`config.mk`:
```
export PLATFORM = sky130hd
export DESIGN_NAME = bbcd_decoder
export DESIGN_NICKNAME = d
export VERILOG_FILES = /design/src/bbcd_pkg.sv /design/src/bbcd_stack.sv /design/src/bbcd_decoder.sv
export VERILOG_INCLUDE_DIRS = /design/src
export SDC_FILE = /design/constraint.sdc
export NUM_CORES = 1
export LEC_CHECK = 0
export BUFFER_PORTS_ARGS = -buffer_cell sky130_fd_sc_hd__buf_2
export CORE_MARGIN = 2
export CORE_UTILIZATION = 45
export DETAILED_ROUTE_END_ITERATION = 8
export GPL_TIMING_DRIVEN = 0
export HOLD_SLACK_MARGIN = 0.03
export SYNTH_ARGS = -nofsm -noshare
export SYNTH_HDL_FRONTEND = slang
export SYNTH_SLANG_ARGS = --single-unit
```
`constraint.sdc`:
```
create_clock -name clk_sys -period 7.1 [get_ports clk_sys]
set_clock_uncertainty 0.15 [all_clocks]
set_input_delay 1.42 -clock clk_sys [delete_from_list [all_inputs] [get_ports clk_sys]]
set_output_delay 1.42 -clock clk_sys [all_outputs]
set_load 0.05 [all_outputs]
```
`src/bbcd_defs.svh`:
```
// Purpose: Constants for the branch, bit and control decoder of the 8-bit core.
// Assumes: One core clock; opcode bytes arrive whole from the fetch unit.
// Notes:   Opcode layouts, cycle counts and byte lengths are named here.
`ifndef BBCD_DEFS_SVH
`define BBCD_DEFS_SVH

// Field positions inside the opcode byte.
`define BBCD_SPAN_HI      7
`define BBCD_SPAN_LO      4
`define BBCD_DIR_BIT      3
`define BBCD_TEST_HI      2
`define BBCD_TEST_LO      1
`define BBCD_SHORT_BIT    0
`define BBCD_POL_BIT      4
`define BBCD_TGT_HI       7
`define BBCD_TGT_LO       4
`define BBCD_LOW_HI       3
`define BBCD_LOW_LO       0
`define BBCD_IDX2_BIT     5
`define BBCD_IDX1_BIT     6
`define BBCD_IDX0_BIT     7

// Low-nibble class codes.
`define BBCD_LOW_CALL     4'h1
`define BBCD_LOW_JUMP     4'h9
`define BBCD_LOW_BTEST    4'h3
`define BBCD_LOW_BMOD     4'hB
`define BBCD_LOW_CTRL     4'hD

// Short-branch test codes.
`define BBCD_TEST_NZ      2'h0
`define BBCD_TEST_NC      2'h1
`define BBCD_TEST_Z       2'h2
`define BBCD_TEST_C       2'h3

// Full control opcodes.
`define BBCD_OP_NOP       8'h0D
`define BBCD_OP_HALT      8'h6D
`define BBCD_OP_SRET      8'hCD
`define BBCD_OP_IRET      8'hDD
`define BBCD_OP_IDLE      8'hED

// Cycle counts, loaded as count minus one.
`define BBCD_CYC_SHORT    3'h1
`define BBCD_CYC_BTEST    3'h4
`define BBCD_CYC_BMOD     3'h3
`define BBCD_CYC_LONG     3'h3
`define BBCD_CYC_CTRL     3'h1
`define BBCD_CYC_OTHER    3'h1
`define BBCD_CNT_LAST     3'h1
`define BBCD_CNT_STEP     3'h1

// Program counter steps (instruction lengths and relative bases).
`define BBCD_PC_STEP1     12'h001
`define BBCD_PC_STEP2     12'h002
`define BBCD_PC_STEP3     12'h003
`define BBCD_PC_RESET     12'h000

// Return stack.
`define BBCD_STK_AW       3
`define BBCD_STK_DEPTH    8
`define BBCD_SP_RESET     3'h0
`define BBCD_SP_STEP      3'h1

`define BBCD_BYTE_ZERO    8'h00
`define BBCD_SPAN_PAD     8'h00

`endif

```
`src/bbcd_pkg.sv`:
```
// Purpose: Types shared by the decoder files.
// Assumes: Constants come from bbcd_defs.svh.
// Notes:   Types only.
package bbcd_pkg;

    typedef enum logic {
        BBCD_IDLE,
        BBCD_EXEC
    } bbcd_state_e;

    typedef enum logic [3:0] {
        BBCD_C_SHORT,
        BBCD_C_BTEST,
        BBCD_C_BMOD,
        BBCD_C_CALL,
        BBCD_C_JUMP,
        BBCD_C_NOP,
        BBCD_C_SRET,
        BBCD_C_IRET,
        BBCD_C_HALT,
        BBCD_C_IDLE,
        BBCD_C_FOREIGN
    } bbcd_class_e;

endpackage : bbcd_pkg

```
`src/bbcd_stack.sv`:
```
// Purpose: Return-address memory for the call and return instructions.
// Assumes: One write port, one read port, read data registered.
// Notes:   Overflow wraps and overwrites the oldest entry.
`timescale 1ns/100ps
`include "bbcd_defs.svh"
module bbcd_stack (
    // Clock and reset
    input  wire logic                     clk_sys,
    input  wire logic                     arst_n,
    // Write port
    input  wire logic                     wr_en,
    input  wire logic [`BBCD_STK_AW-1:0]  wr_addr,
    input  wire logic [11:0]              wr_data,
    // Read port
    input  wire logic [`BBCD_STK_AW-1:0]  rd_addr,
    output logic      [11:0]              rd_data_ff
);
    logic [11:0] mem_ff [`BBCD_STK_DEPTH];

    always_ff @(posedge clk_sys) begin
        if (wr_en) begin
            mem_ff[wr_addr] <= wr_data;
        end
    end

    always_ff @(posedge clk_sys or negedge arst_n) begin
        if (!arst_n) begin
            rd_data_ff <= `BBCD_PC_RESET;
        end else begin
            rd_data_ff <= mem_ff[rd_addr];
        end
    end
endmodule : bbcd_stack

```
`src/bbcd_decoder.sv`:
```
// Purpose: Decode and execute branches, bit operations, jumps, calls and control ops.
// Assumes: Fetch hands over one whole instruction (opcode plus operand bytes) per issue.
// Notes:   Data space answers a read one cycle after the read strobe.
`timescale 1ns/100ps
`include "bbcd_defs.svh"
module bbcd_decoder (
    // Clock and reset
    input  wire logic        clk_sys,
    input  wire logic        arst_n,
    // Instruction issue
    input  wire logic        instr_valid,
    input  wire logic [7:0]  instr_opcode,
    input  wire logic [7:0]  instr_byte2,
    input  wire logic [7:0]  instr_byte3,
    input  wire logic [11:0] instr_pc,
    output logic             busy,
    output logic             done,
    output logic             foreign_op,
    // Program counter
    output logic             branch_taken,
    output logic [11:0]      pc_target,
    // Flags and options
    input  wire logic        flag_z,
    input  wire logic        flag_c,
    input  wire logic        saved_z,
    input  wire logic        saved_c,
    input  wire logic        wdg_sel,
    output logic             flag_we_z,
    output logic             flag_we_c,
    output logic             flag_z_new,
    output logic             flag_c_new,
    // Data space
    output logic             ds_rd_en,
    output logic             ds_wr_en,
    output logic [7:0]       ds_addr,
    output logic [7:0]       ds_wr_data,
    input  wire logic [7:0]  ds_rd_data,
    // Power and interrupt control
    output logic             halt_req,
    output logic             idle_req,
    output logic             int_return
);

    // Classify an opcode byte.
    function automatic bbcd_pkg::bbcd_class_e class_of(input logic [7:0] op);
        bbcd_pkg::bbcd_class_e c;
        c = bbcd_pkg::BBCD_C_FOREIGN;
        if (op[`BBCD_SHORT_BIT] == 1'b0) begin
            c = bbcd_pkg::BBCD_C_SHORT;
        end else if (op[`BBCD_LOW_HI:`BBCD_LOW_LO] == `BBCD_LOW_CALL) begin
            c = bbcd_pkg::BBCD_C_CALL;
        end else if (op[`BBCD_LOW_HI:`BBCD_LOW_LO] == `BBCD_LOW_JUMP) begin
            c = bbcd_pkg::BBCD_C_JUMP;
        end else if (op[`BBCD_LOW_HI:`BBCD_LOW_LO] == `BBCD_LOW_BTEST) begin
            c = bbcd_pkg::BBCD_C_BTEST;
        end else if (op[`BBCD_LOW_HI:`BBCD_LOW_LO] == `BBCD_LOW_BMOD) begin
            c = bbcd_pkg::BBCD_C_BMOD;
        end else if (op == `BBCD_OP_NOP) begin
            c = bbcd_pkg::BBCD_C_NOP;
        end else if (op == `BBCD_OP_SRET) begin
            c = bbcd_pkg::BBCD_C_SRET;
        end else if (op == `BBCD_OP_IRET) begin
            c = bbcd_pkg::BBCD_C_IRET;
        end else if (op == `BBCD_OP_HALT) begin
            c = bbcd_pkg::BBCD_C_HALT;
        end else if (op == `BBCD_OP_IDLE) begin
            c = bbcd_pkg::BBCD_C_IDLE;
        end
        return c;
    endfunction : class_of

    // Cycle count of a class, minus one.
    function automatic logic [2:0] cycles_of(input bbcd_pkg::bbcd_class_e c);
        logic [2:0] n;
        n = `BBCD_CYC_OTHER;
        case (c)
            bbcd_pkg::BBCD_C_SHORT: n = `BBCD_CYC_SHORT;
            bbcd_pkg::BBCD_C_BTEST: n = `BBCD_CYC_BTEST;
            bbcd_pkg::BBCD_C_BMOD:  n = `BBCD_CYC_BMOD;
            bbcd_pkg::BBCD_C_CALL,
            bbcd_pkg::BBCD_C_JUMP:  n = `BBCD_CYC_LONG;
            default:                n = `BBCD_CYC_CTRL;
        endcase
        return n;
    endfunction : cycles_of

    // Short relative target: forward adds span plus one, backward subtracts span.
    function automatic logic [11:0] short_target(input logic [11:0] pc,
                                                 input logic [7:0]  op);
        logic [11:0] span;
        span = {`BBCD_SPAN_PAD, op[`BBCD_SPAN_HI:`BBCD_SPAN_LO]};
        if (op[`BBCD_DIR_BIT]) begin
            return pc - span;
        end
        return pc + `BBCD_PC_STEP1 + span;
    endfunction : short_target

    // Bit index of bit-test and bit set/clear opcodes.
    function automatic logic [2:0] bit_index(input logic [7:0] op);
        return {op[`BBCD_IDX2_BIT], op[`BBCD_IDX1_BIT], op[`BBCD_IDX0_BIT]};
    endfunction : bit_index

    bbcd_pkg::bbcd_state_e         state_ff, nxt_state;
    bbcd_pkg::bbcd_class_e         cls_ff, nxt_cls;
    logic [2:0]                    cnt_ff, nxt_cnt;
    logic [7:0]                    op_ff, nxt_op;
    logic [7:0]                    b2_ff, nxt_b2;
    logic [7:0]                    b3_ff, nxt_b3;
    logic [11:0]                   pc_ff, nxt_pc;
    logic [7:0]                    data_ff, nxt_data;
    logic                          rd_wait_ff, nxt_rd_wait;
    logic [`BBCD_STK_AW-1:0]       sp_ff, nxt_sp;
    logic                          busy_ff, nxt_busy;
    logic                          done_ff, nxt_done;
    logic                          foreign_ff, nxt_foreign;
    logic                          taken_ff, nxt_taken;
    logic [11:0]                   tgt_ff, nxt_tgt;
    logic                          we_z_ff, nxt_we_z;
    logic                          we_c_ff, nxt_we_c;
    logic                          z_new_ff, nxt_z_new;
    logic                          c_new_ff, nxt_c_new;
    logic                          rd_en_ff, nxt_rd_en;
    logic                          wr_en_ff, nxt_wr_en;
    logic [7:0]                    addr_ff, nxt_addr;
    logic [7:0]                    wdata_ff, nxt_wdata;
    logic                          halt_ff, nxt_halt;
    logic                          idle_ff, nxt_idle;
    logic                          iret_ff, nxt_iret;
    logic                          stk_we;
    logic [11:0]                   stk_wdata;
    logic [`BBCD_STK_AW-1:0]       stk_raddr;
    logic [11:0]                   stk_rdata;
    bbcd_pkg::bbcd_class_e         in_cls;
    logic                          tested_bit;
    logic                          cond_ok;

    assign in_cls     = class_of(instr_opcode);
    assign tested_bit = data_ff[bit_index(op_ff)];
    assign stk_raddr  = sp_ff - `BBCD_SP_STEP;

    // Return stack write happens in the issue cycle of a call.
    assign stk_we    = (state_ff == bbcd_pkg::BBCD_IDLE) && instr_valid
                       && (in_cls == bbcd_pkg::BBCD_C_CALL);
    assign stk_wdata = instr_pc + `BBCD_PC_STEP2;

    bbcd_stack u_stack (
        .clk_sys    (clk_sys),
        .arst_n     (arst_n),
        .wr_en      (stk_we),
        .wr_addr    (sp_ff),
        .wr_data    (stk_wdata),
        .rd_addr    (stk_raddr),
        .rd_data_ff (stk_rdata)
    );

    // Condition of a short branch, sampled from the live flags at completion.
    always_comb begin
        cond_ok = 1'b0;
        case (op_ff[`BBCD_TEST_HI:`BBCD_TEST_LO])
            `BBCD_TEST_NZ: cond_ok = !flag_z;
            `BBCD_TEST_Z:  cond_ok = flag_z;
            `BBCD_TEST_NC: cond_ok = !flag_c;
            default:       cond_ok = flag_c;
        endcase
    end

    always_comb begin
        nxt_state   = state_ff;
        nxt_cls     = cls_ff;
        nxt_cnt     = cnt_ff;
        nxt_op      = op_ff;
        nxt_b2      = b2_ff;
        nxt_b3      = b3_ff;
        nxt_pc      = pc_ff;
        nxt_data    = data_ff;
        nxt_rd_wait = rd_en_ff;
        nxt_sp      = sp_ff;
        nxt_busy    = busy_ff;
        nxt_tgt     = tgt_ff;
        nxt_z_new   = z_new_ff;
        nxt_c_new   = c_new_ff;
        nxt_addr    = addr_ff;
        nxt_wdata   = wdata_ff;
        nxt_done    = 1'b0;
        nxt_foreign = 1'b0;
        nxt_taken   = 1'b0;
        nxt_we_z    = 1'b0;
        nxt_we_c    = 1'b0;
        nxt_rd_en   = 1'b0;
        nxt_wr_en   = 1'b0;
        nxt_halt    = 1'b0;
        nxt_idle    = 1'b0;
        nxt_iret    = 1'b0;
        // Read data arrives one cycle after the strobe.
        if (rd_wait_ff) begin
            nxt_data = ds_rd_data;
        end
        case (state_ff)
            bbcd_pkg::BBCD_IDLE: begin
                if (instr_valid) begin
                    nxt_state = bbcd_pkg::BBCD_EXEC;
                    nxt_busy  = 1'b1;
                    nxt_cls   = in_cls;
                    nxt_cnt   = cycles_of(in_cls);
                    nxt_op    = instr_opcode;
                    nxt_b2    = instr_byte2;
                    nxt_b3    = instr_byte3;
                    nxt_pc    = instr_pc;
                    if ((in_cls == bbcd_pkg::BBCD_C_BTEST)
                        || (in_cls == bbcd_pkg::BBCD_C_BMOD)) begin
                        nxt_rd_en = 1'b1;
                        nxt_addr  = instr_byte2;
                    end
                    if (in_cls == bbcd_pkg::BBCD_C_CALL) begin
                        nxt_sp = sp_ff + `BBCD_SP_STEP;
                    end
                end
            end
            default: begin
                nxt_cnt = cnt_ff - `BBCD_CNT_STEP;
                if (cnt_ff == `BBCD_CNT_LAST) begin
                    nxt_state = bbcd_pkg::BBCD_IDLE;
                    nxt_busy  = 1'b0;
                    nxt_done  = 1'b1;
                    nxt_tgt   = pc_ff + `BBCD_PC_STEP1;
                    case (cls_ff)
                        bbcd_pkg::BBCD_C_SHORT: begin
                            if (cond_ok) begin
                                nxt_taken = 1'b1;
                                nxt_tgt   = short_target(pc_ff, op_ff);
                            end
                        end
                        bbcd_pkg::BBCD_C_BTEST: begin
                            nxt_we_c  = 1'b1;
                            nxt_c_new = tested_bit;
                            nxt_tgt   = pc_ff + `BBCD_PC_STEP3;
                            if (tested_bit == op_ff[`BBCD_POL_BIT]) begin
                                nxt_taken = 1'b1;
                                nxt_tgt   = pc_ff + `BBCD_PC_STEP2
                                            + 12'($signed(b3_ff));
                            end
                        end
                        bbcd_pkg::BBCD_C_BMOD: begin
                            nxt_wr_en = 1'b1;
                            nxt_wdata = data_ff;
                            nxt_wdata[bit_index(op_ff)] = op_ff[`BBCD_POL_BIT];
                            nxt_tgt   = pc_ff + `BBCD_PC_STEP2;
                        end
                        bbcd_pkg::BBCD_C_CALL,
                        bbcd_pkg::BBCD_C_JUMP: begin
                            nxt_taken = 1'b1;
                            nxt_tgt   = {op_ff[`BBCD_TGT_HI:`BBCD_TGT_LO], b2_ff};
                        end
                        bbcd_pkg::BBCD_C_SRET: begin
                            nxt_taken = 1'b1;
                            nxt_tgt   = stk_rdata;
                            nxt_sp    = sp_ff - `BBCD_SP_STEP;
                        end
                        bbcd_pkg::BBCD_C_IRET: begin
                            nxt_taken = 1'b1;
                            nxt_tgt   = stk_rdata;
                            nxt_sp    = sp_ff - `BBCD_SP_STEP;
                            nxt_iret  = 1'b1;
                            nxt_we_z  = 1'b1;
                            nxt_we_c  = 1'b1;
                            nxt_z_new = saved_z;
                            nxt_c_new = saved_c;
                        end
                        bbcd_pkg::BBCD_C_HALT: begin
                            nxt_halt = !wdg_sel;
                            nxt_idle = wdg_sel;
                        end
                        bbcd_pkg::BBCD_C_IDLE: begin
                            nxt_idle = 1'b1;
                        end
                        bbcd_pkg::BBCD_C_FOREIGN: begin
                            nxt_foreign = 1'b1;
                        end
                        default: begin
                            nxt_taken = 1'b0;
                        end
                    endcase
                end
            end
        endcase
    end

    always_ff @(posedge clk_sys or negedge arst_n) begin
        if (!arst_n) begin
            state_ff   <= bbcd_pkg::BBCD_IDLE;
            cls_ff     <= bbcd_pkg::BBCD_C_NOP;
            cnt_ff     <= `BBCD_CYC_OTHER;
            op_ff      <= `BBCD_BYTE_ZERO;
            b2_ff      <= `BBCD_BYTE_ZERO;
            b3_ff      <= `BBCD_BYTE_ZERO;
            pc_ff      <= `BBCD_PC_RESET;
            data_ff    <= `BBCD_BYTE_ZERO;
            rd_wait_ff <= 1'b0;
            sp_ff      <= `BBCD_SP_RESET;
            busy_ff    <= 1'b0;
            done_ff    <= 1'b0;
            foreign_ff <= 1'b0;
            taken_ff   <= 1'b0;
            tgt_ff     <= `BBCD_PC_RESET;
            we_z_ff    <= 1'b0;
            we_c_ff    <= 1'b0;
            z_new_ff   <= 1'b0;
            c_new_ff   <= 1'b0;
            rd_en_ff   <= 1'b0;
            wr_en_ff   <= 1'b0;
            addr_ff    <= `BBCD_BYTE_ZERO;
            wdata_ff   <= `BBCD_BYTE_ZERO;
            halt_ff    <= 1'b0;
            idle_ff    <= 1'b0;
            iret_ff    <= 1'b0;
        end else begin
            state_ff   <= nxt_state;
            cls_ff     <= nxt_cls;
            cnt_ff     <= nxt_cnt;
            op_ff      <= nxt_op;
            b2_ff      <= nxt_b2;
            b3_ff      <= nxt_b3;
            pc_ff      <= nxt_pc;
            data_ff    <= nxt_data;
            rd_wait_ff <= nxt_rd_wait;
            sp_ff      <= nxt_sp;
            busy_ff    <= nxt_busy;
            done_ff    <= nxt_done;
            foreign_ff <= nxt_foreign;
            taken_ff   <= nxt_taken;
            tgt_ff     <= nxt_tgt;
            we_z_ff    <= nxt_we_z;
            we_c_ff    <= nxt_we_c;
            z_new_ff   <= nxt_z_new;
            c_new_ff   <= nxt_c_new;
            rd_en_ff   <= nxt_rd_en;
            wr_en_ff   <= nxt_wr_en;
            addr_ff    <= nxt_addr;
            wdata_ff   <= nxt_wdata;
            halt_ff    <= nxt_halt;
            idle_ff    <= nxt_idle;
            iret_ff    <= nxt_iret;
        end
    end

    assign busy         = busy_ff;
    assign done         = done_ff;
    assign foreign_op   = foreign_ff;
    assign branch_taken = taken_ff;
    assign pc_target    = tgt_ff;
    assign flag_we_z    = we_z_ff;
    assign flag_we_c    = we_c_ff;
    assign flag_z_new   = z_new_ff;
    assign flag_c_new   = c_new_ff;
    assign ds_rd_en     = rd_en_ff;
    assign ds_wr_en     = wr_en_ff;
    assign ds_addr      = addr_ff;
    assign ds_wr_data   = wdata_ff;
    assign halt_req     = halt_ff;
    assign idle_req     = idle_ff;
    assign int_return   = iret_ff;

endmodule : bbcd_decoder

```
# Yosys cells after proc, flatten, opt, wreduce, memory -nomap -nowiden
# Memory sizes are Yosys's and may differ from the RTL's. A register that Yosys moved wholly into a read port is not among the register bits.
# Index checks and enable logic that the tools add are counted.
[word_totals]
ramBits = 96
regBits = 96
mem_count = 1
output_inout_bits = 41
input_bits = 52
[classes]
mux = 71
n_bitwise = 1
n_eq_ne = 28
n_reduce_logical = 26
add_sub_neg = 10
n_lt_le_gt_ge = 2
[mem_list]
columns = ["memory", "words", "width", "read_ports", "rd_ports_with_merged_regs", "wr", "line", "text"]
rows = [
  ["u_stack.mem_ff", 8, 12, 1, 1, 1, "bbcd_stack.sv:18", "logic [11:0] mem_ff [`BBCD_STK_DEPTH];"],
]
[ops]
columns = ["op", "count"]
rows = [
  ["one-hot mux 12 bit (5 select lines)", 1],
  ["2-to-1 mux 12 bit", 4],
  ["2-to-1 mux 1 bit", 41],
  ["adder 12 x 2 -> 12 bit (second input constant)", 3],
  ["2-to-1 mux 4 bit", 8],
  ["== test 8 bit (second input constant)", 3],
  ["2-to-1 mux 3 bit", 7],
  ["== test 4 x 2 -> 1 bit (second input constant)", 5],
  ["== test 4 bit (second input constant)", 5],
  ["== test 4 x 3 -> 1 bit (second input constant)", 4],
  ["adder 12 x 1 -> 12 bit (second input constant)", 1],
  ["adder 12 bit", 1],
  ["adder 12 x 4 -> 12 bit", 1],
  ["== test 4 x 1 -> 1 bit (second input constant)", 3],
  ["AND reduction 3 bit", 4],
  ["subtractor 12 x 4 -> 12 bit", 1],
  ["bitwise mux 8 bit", 1],
  ["== test 8 x 4 -> 1 bit (second input constant)", 1],
  ["== test 8 x 7 -> 1 bit (second input constant)", 1],
  ["one-hot mux 1 bit (3 select lines)", 2],
  ["one-hot mux 3 bit (2 select lines)", 1],
  ["AND reduction 2 bit", 3],
  ["nonzero test 2 bit", 3],
  ["OR reduction 2 bit", 3],
  ["23 further kinds", 31],
]

# Longest topological paths before layout
[logic_depth]
word_depth = 16
depth_mapped = 12

# Hierarchy
# A second synthesis with hierarchy kept.
[hier_totals]
hier_cells = 919
hier_area_um2 = 10478.8
[by_module_without_submodules]
columns = ["mod", "n_inst", "area_each_um2", "seq_area_each_um2", "cells_each"]
rows = [
  ["bbcd_decoder", 1, 6431.2, 2381.0, 755],
  ["bbcd_stack", 1, 4047.6, 3183.1, 164],
]

# Worst setup path before layout
# No wires, ideal clock.
[synth_path]
path_kind = "in2reg"
startpoint = "input port instr_opcode[2]"
endpoint = "memory u_stack.mem_ff[1][0], enable pin"
arrival_time_ns = 3.114
setup_time_ns = 0.396
stages = 5
path_slack_ns = 3.440
path_cell_list = "clkbuf_1 nor2_1 nand4b_1 or2_2 nor3_1"
[synth_between]
elab_chain_cells = 15
word_cells_on_any_way = 23
cone_classes = "10 x eq/ne; 12 x mux; 1 x reduce/logical"
[synth_lines]
columns = ["element", "line", "text"]
rows = [
  ["from (decl)", "bbcd_decoder.sv:12", "input wire logic [7:0] instr_opcode,"],
  ["== test 8 bit (no line)", "n/a", ""],
  ["2-to-1 mux 2 bit", "bbcd_decoder.sv:66", "end else if (op == `BBCD_OP_IDLE) begin"],
  ["2-to-1 mux 2 bit", "bbcd_decoder.sv:64", "end else if (op == `BBCD_OP_HALT) begin"],
  ["2-to-1 mux 4 bit", "bbcd_decoder.sv:62", "end else if (op == `BBCD_OP_IRET) begin"],
  ["2-to-1 mux 4 bit", "bbcd_decoder.sv:60", "end else if (op == `BBCD_OP_SRET) begin"],
  ["2-to-1 mux 4 bit", "bbcd_decoder.sv:58", "end else if (op == `BBCD_OP_NOP) begin"],
  ["2-to-1 mux 4 bit", "bbcd_decoder.sv:56", "end else if (op[`BBCD_LOW_HI:`BBCD_LOW_LO] == `BBCD_LOW_BMOD) begin"],
  ["2-to-1 mux 4 bit", "bbcd_decoder.sv:54", "end else if (op[`BBCD_LOW_HI:`BBCD_LOW_LO] == `BBCD_LOW_BTEST) begin"],
  ["2-to-1 mux 4 bit", "bbcd_decoder.sv:52", "end else if (op[`BBCD_LOW_HI:`BBCD_LOW_LO] == `BBCD_LOW_JUMP) begin"],
  ["2-to-1 mux 4 bit (*)", "bbcd_decoder.sv:50", "end else if (op[`BBCD_LOW_HI:`BBCD_LOW_LO] == `BBCD_LOW_CALL) begin"],
  ["2-to-1 mux 4 bit (*)", "bbcd_decoder.sv:48", "if (op[`BBCD_SHORT_BIT] == 1'b0) begin"],
  ["== test 4 x 2 -> 1 bit (*)", "bbcd_decoder.sv:143", "&& (in_cls == bbcd_pkg::BBCD_C_CALL);"],
  ["logical AND 1 bit (*)", "bbcd_decoder.sv:143", ""],
  ["2-to-1 mux 1 bit (*)", "bbcd_stack.sv:21", "if (wr_en) begin"],
  ["2-to-1 mux 1 bit (not written as such) (*)", "bbcd_stack.sv:22", "mem_ff[wr_addr] <= wr_data;"],
  ["to (decl)", "bbcd_stack.sv:18", ""],
]
# Mark *: on every way between the ends. The rest lies on a longest branch, timed or not.

# Final worst setup path
[layout_path]
startpoint = "register sp_ff[0]"
endpoint = "register u_stack.rd_data_ff[4], read port of u_stack.mem_ff"
[layout_between]
elab_chain_cells = 1
[layout_lines]
columns = ["element", "line", "text"]
rows = [
  ["from (decl)", "bbcd_decoder.sv:112", "logic [`BBCD_STK_AW-1:0] sp_ff, nxt_sp;"],
  ["from (signal assigned)", "bbcd_decoder.sv:299", "sp_ff <= `BBCD_SP_RESET;"],
  ["from (signal assigned)", "bbcd_decoder.sv:326", "sp_ff <= nxt_sp;"],
  ["subtractor 3 x 1 -> 3 bit (no line)", "n/a", ""],
  ["to (decl)", "bbcd_stack.sv:16", "output logic [11:0] rd_data_ff"],
]
# No other way between the ends.
# A chain may end at the register's enable or synchronous reset.

==> results.yml <==
sta:
  max_slew.worst_pin.slew_ns: 1.31
  final_max_slew_viol_count: 0
  fmax_mhz: 277
  rsz0062_at_grt: "false"
  finalSetupViolations: 0
  min_period_over_period: 0.509
  relSlewSlack: 0.121
  tns_ns: 0
  hold_viol: 0
  finalCriticalPeriod_ns: 3.61
  setup_slack_ns: 3.49
setup_path:
  cpPeakStageDelay_ns: 0.62
  startpoint: "sp_ff[0]"
  critical_path_required_ns: 7.34
  path_max_fanout: 10
  cp_common_cell: "clkbuf_1"
  startpoint_type: "register"
  r2r_start: "sp_ff[0]"
  worst_path_max_delay_cell: "clkbuf_1"
  arrival_ns: 3.86
  crit_chain: "clkbuf_1 > buf_2 > inv_1 > ha_1 > clkbuf_1 > clkbuf_1 > mux4_2 > mux2_2"
  path_class: "register to register"
  critPathCaptureType: "register"
route:
  post_drt_wl_per_cell_um: 20.0
  drt_iter0_drc: 580
  drtAntennaViolNets: 0
  route.detailed.drc: 0
  via_per_inst: 5.51
  wirelength_um: 27600
  via_count: 7587
  dr.pass1.iters: 5
synth:
  synth_xor_area_frac: 0.0558
  synth-simple-area-share: 0.140
  synth_mux_area_frac: 0.103
  yosys_warnings: 0
  syn_nets: 1012
  synth_area_per_cell_sq_um: 11.3
  synth_top_family_by_area: "simple AND/OR/NAND/NOR gates"
  synth_edf_count: 96
  synth_seq_area_share: 0.530
  synth_cell_type_count: 67
  postSynthRegisterBits: 203
  syn_area_sq_um: 10500
  synth_compound_area_frac: 0.103
  postSynthCellCount: 930
  synth_fa_ha_area_frac: 0.0379
  async_flop_share: 0.527
  ys.flop_type: "dfrtp_1"
cells_and_area:
  final_common_cell: "nand2_1"
  drive_above_1_share: 0.204
  antenna_cells: 0
  area_growth_pct: 15.4
  nets: 1131
  stdcell_count: 1378
  nFillCells: 2041
  mostFrequentLayoutCells: "nand2_1 (140), dfrtp_1 (104), buf_2 (99)"
floorplanning:
  coreArea_sq_um: 22800
  ios: 93
  num_rows: 55
  fp.dieW_um: 157
  die_area_sq_um: 24600
  die_h_um: 157
  initial_core_util: 0.461
clock_network:
  clock_path_buffers: 3
  cts_tree: "done"
  clkSinkCount: 203
  hold_buffers: 0
  numCtsBuffers: 23
  htreeDepth: 1
  post_cts_resized: 0
  post_cts_buffers: 0
  insertion_delay_ns: 0.52
  clk_pin_slew_ns: 0.06
  cts-root-buf: "clkbuf_16"
placed_design:
  dp_cells: 1337
  place.detailed.hpwl_um: 20200
  gp_routability_congestion: 0.927
  place.port_buffers: 91
  pre_cts_ws_ns: 2.96
worst_hold_path:
  hp-class: "register to register"
  min-delay-start: "ds_rd_en"
power:
  p_leak_nw: 4.89
  power.density_nw_per_um2: 479
  ir_drop_uv: 232
  finalPower_mw: 5.80
global_route:
  antenna_found_initial: 0
  grt_max_degree: 72
  grt_pass1_wl_um: 43600
  gr-total-overflow: 0
  grt_usage: 0.232
  grt_pass1_vias: 7582
run:
  cap_viol_max_count: 0
run_status:
  status: "complete, no violations"
## cells by family (layout without fill, tap and decap cells)
logic type | Yosys count | after routing
muxes | 73 | 73
buffers and inverters | 73 | 208
xor gates and xnor gates | 66 | 66
and+or+nand+nor | 320 | 320
DFF | 203 | 203
adders and majority gates | 30 | 30
AOI/OAI and AO/OA | 165 | 165
## final timing paths
kind | end | slack (ns) | depth (start not counted)
max | u_stack.rd_data_ff[4] | 3.49 | 8
min | rd_wait_ff | 0.22 | 0
max reg2reg | u_stack.rd_data_ff[4] | 3.49 | 8
min reg2reg | rd_wait_ff | 0.22 | 0
max in group asynchronous | cls_ff[2] | 5.34 | 2
min in group asynchronous | ds_wr_en | 0.71 | 1
## layout make-up
| type | count | area, sq um | area share |
|---|---|---|---|
| multi-input combinational | 654 | 4630 | 0.382 |
| timing repair buffer | 94 | 504 | 0.0416 |
| sequential | 203 | 5560 | 0.459 |
| buffer | 49 | 233 | 0.0192 |
| inverter | 24 | 90.1 | 0.00743 |
| tap | 313 | 392 | 0.0323 |
| clock buffer | 28 | 594 | 0.0491 |
| clock inverter | 13 | 111 | 0.00919 |
## routing by layer
layer / vias to the layer above / GRT usage / wire length (um)
met1: 3691 / 0.318 / 12000
met3: 63 / 0.0249 / 1300
met5: - / 0 / 0
li1: 3613 / - / -
met4: 0 / 0.0778 / 954
met2: 220 / 0.388 / 13300
## synthesized netlist by cell type, types with 5 or more instances
library cell	number	share of area
nor2b_1	8	0.0048
nand4_1	5	0.0030
and2_1	7	0.0042
nor2_1	63	0.023
a21o_1	9	0.0064
a221o_1	7	0.0067
xnor2_1	40	0.033
buf_1	5	0.0018
clkbuf_1	28	0.010
edfxtp_1	96	0.27
mux4_2	25	0.054
inv_1	22	0.0079
nor4_1	5	0.0030
nand2b_1	11	0.0066
nand2_1	140	0.050
nand3_1	29	0.014
buf_2	9	0.0043
o211ai_1	6	0.0043
nor3_1	24	0.011
o21ai_0	40	0.019
ha_1	27	0.032
o21a_1	8	0.0057
a211oi_1	7	0.0050
a221oi_1	9	0.0075
a31oi_1	7	0.0042
mux2i_1	17	0.016
xor2_1	25	0.021
mux2_2	31	0.033
a21oi_1	44	0.021
dfrtp_1	104	0.25
## registers in the layout, indices dropped and copies added (netlist names), 3 cells and up
register / count
u_stack.mem_ff: 96
pc_ff: 12
pc_target: 12
u_stack.rd_data_ff: 12
b2_ff: 8
b3_ff: 8
data_ff: 8
ds_addr: 8
ds_wr_data: 8
op_ff: 7
cls_ff: 4
cnt_ff: 3
sp_ff: 3
## critical path: cells and delay by family, from the launching register on
| family | cells | cell delay, ns |
|---|---|---|
| fa+ha+maj | 1 | 0.31 |
| buf+inv | 5 | 1.97 |
| flops | 1 | 0.35 |
| mux | 2 | 0.71 |
## stage by stage
stage,hold slack [ns],cell area [sq um],util
after floorplan,0.296,10500,-
after global placement,0.204,11300,0.498
after detailed placement,0.208,11400,0.501
after CTS,0.222,12100,0.532
after global routing,0.250,12100,0.532
final,0.218,12100,0.532
## where the power goes
| part | internal, mW | switching, mW |
|---|---|---|
| clock | 0.639 | 0.479 |
| combinational | 1.11 | 1.85 |
| sequential | 1.51 | 0.202 |
| total | 3.26 | 2.54 |
No activity file was read; power rests on OpenSTA's default activity.
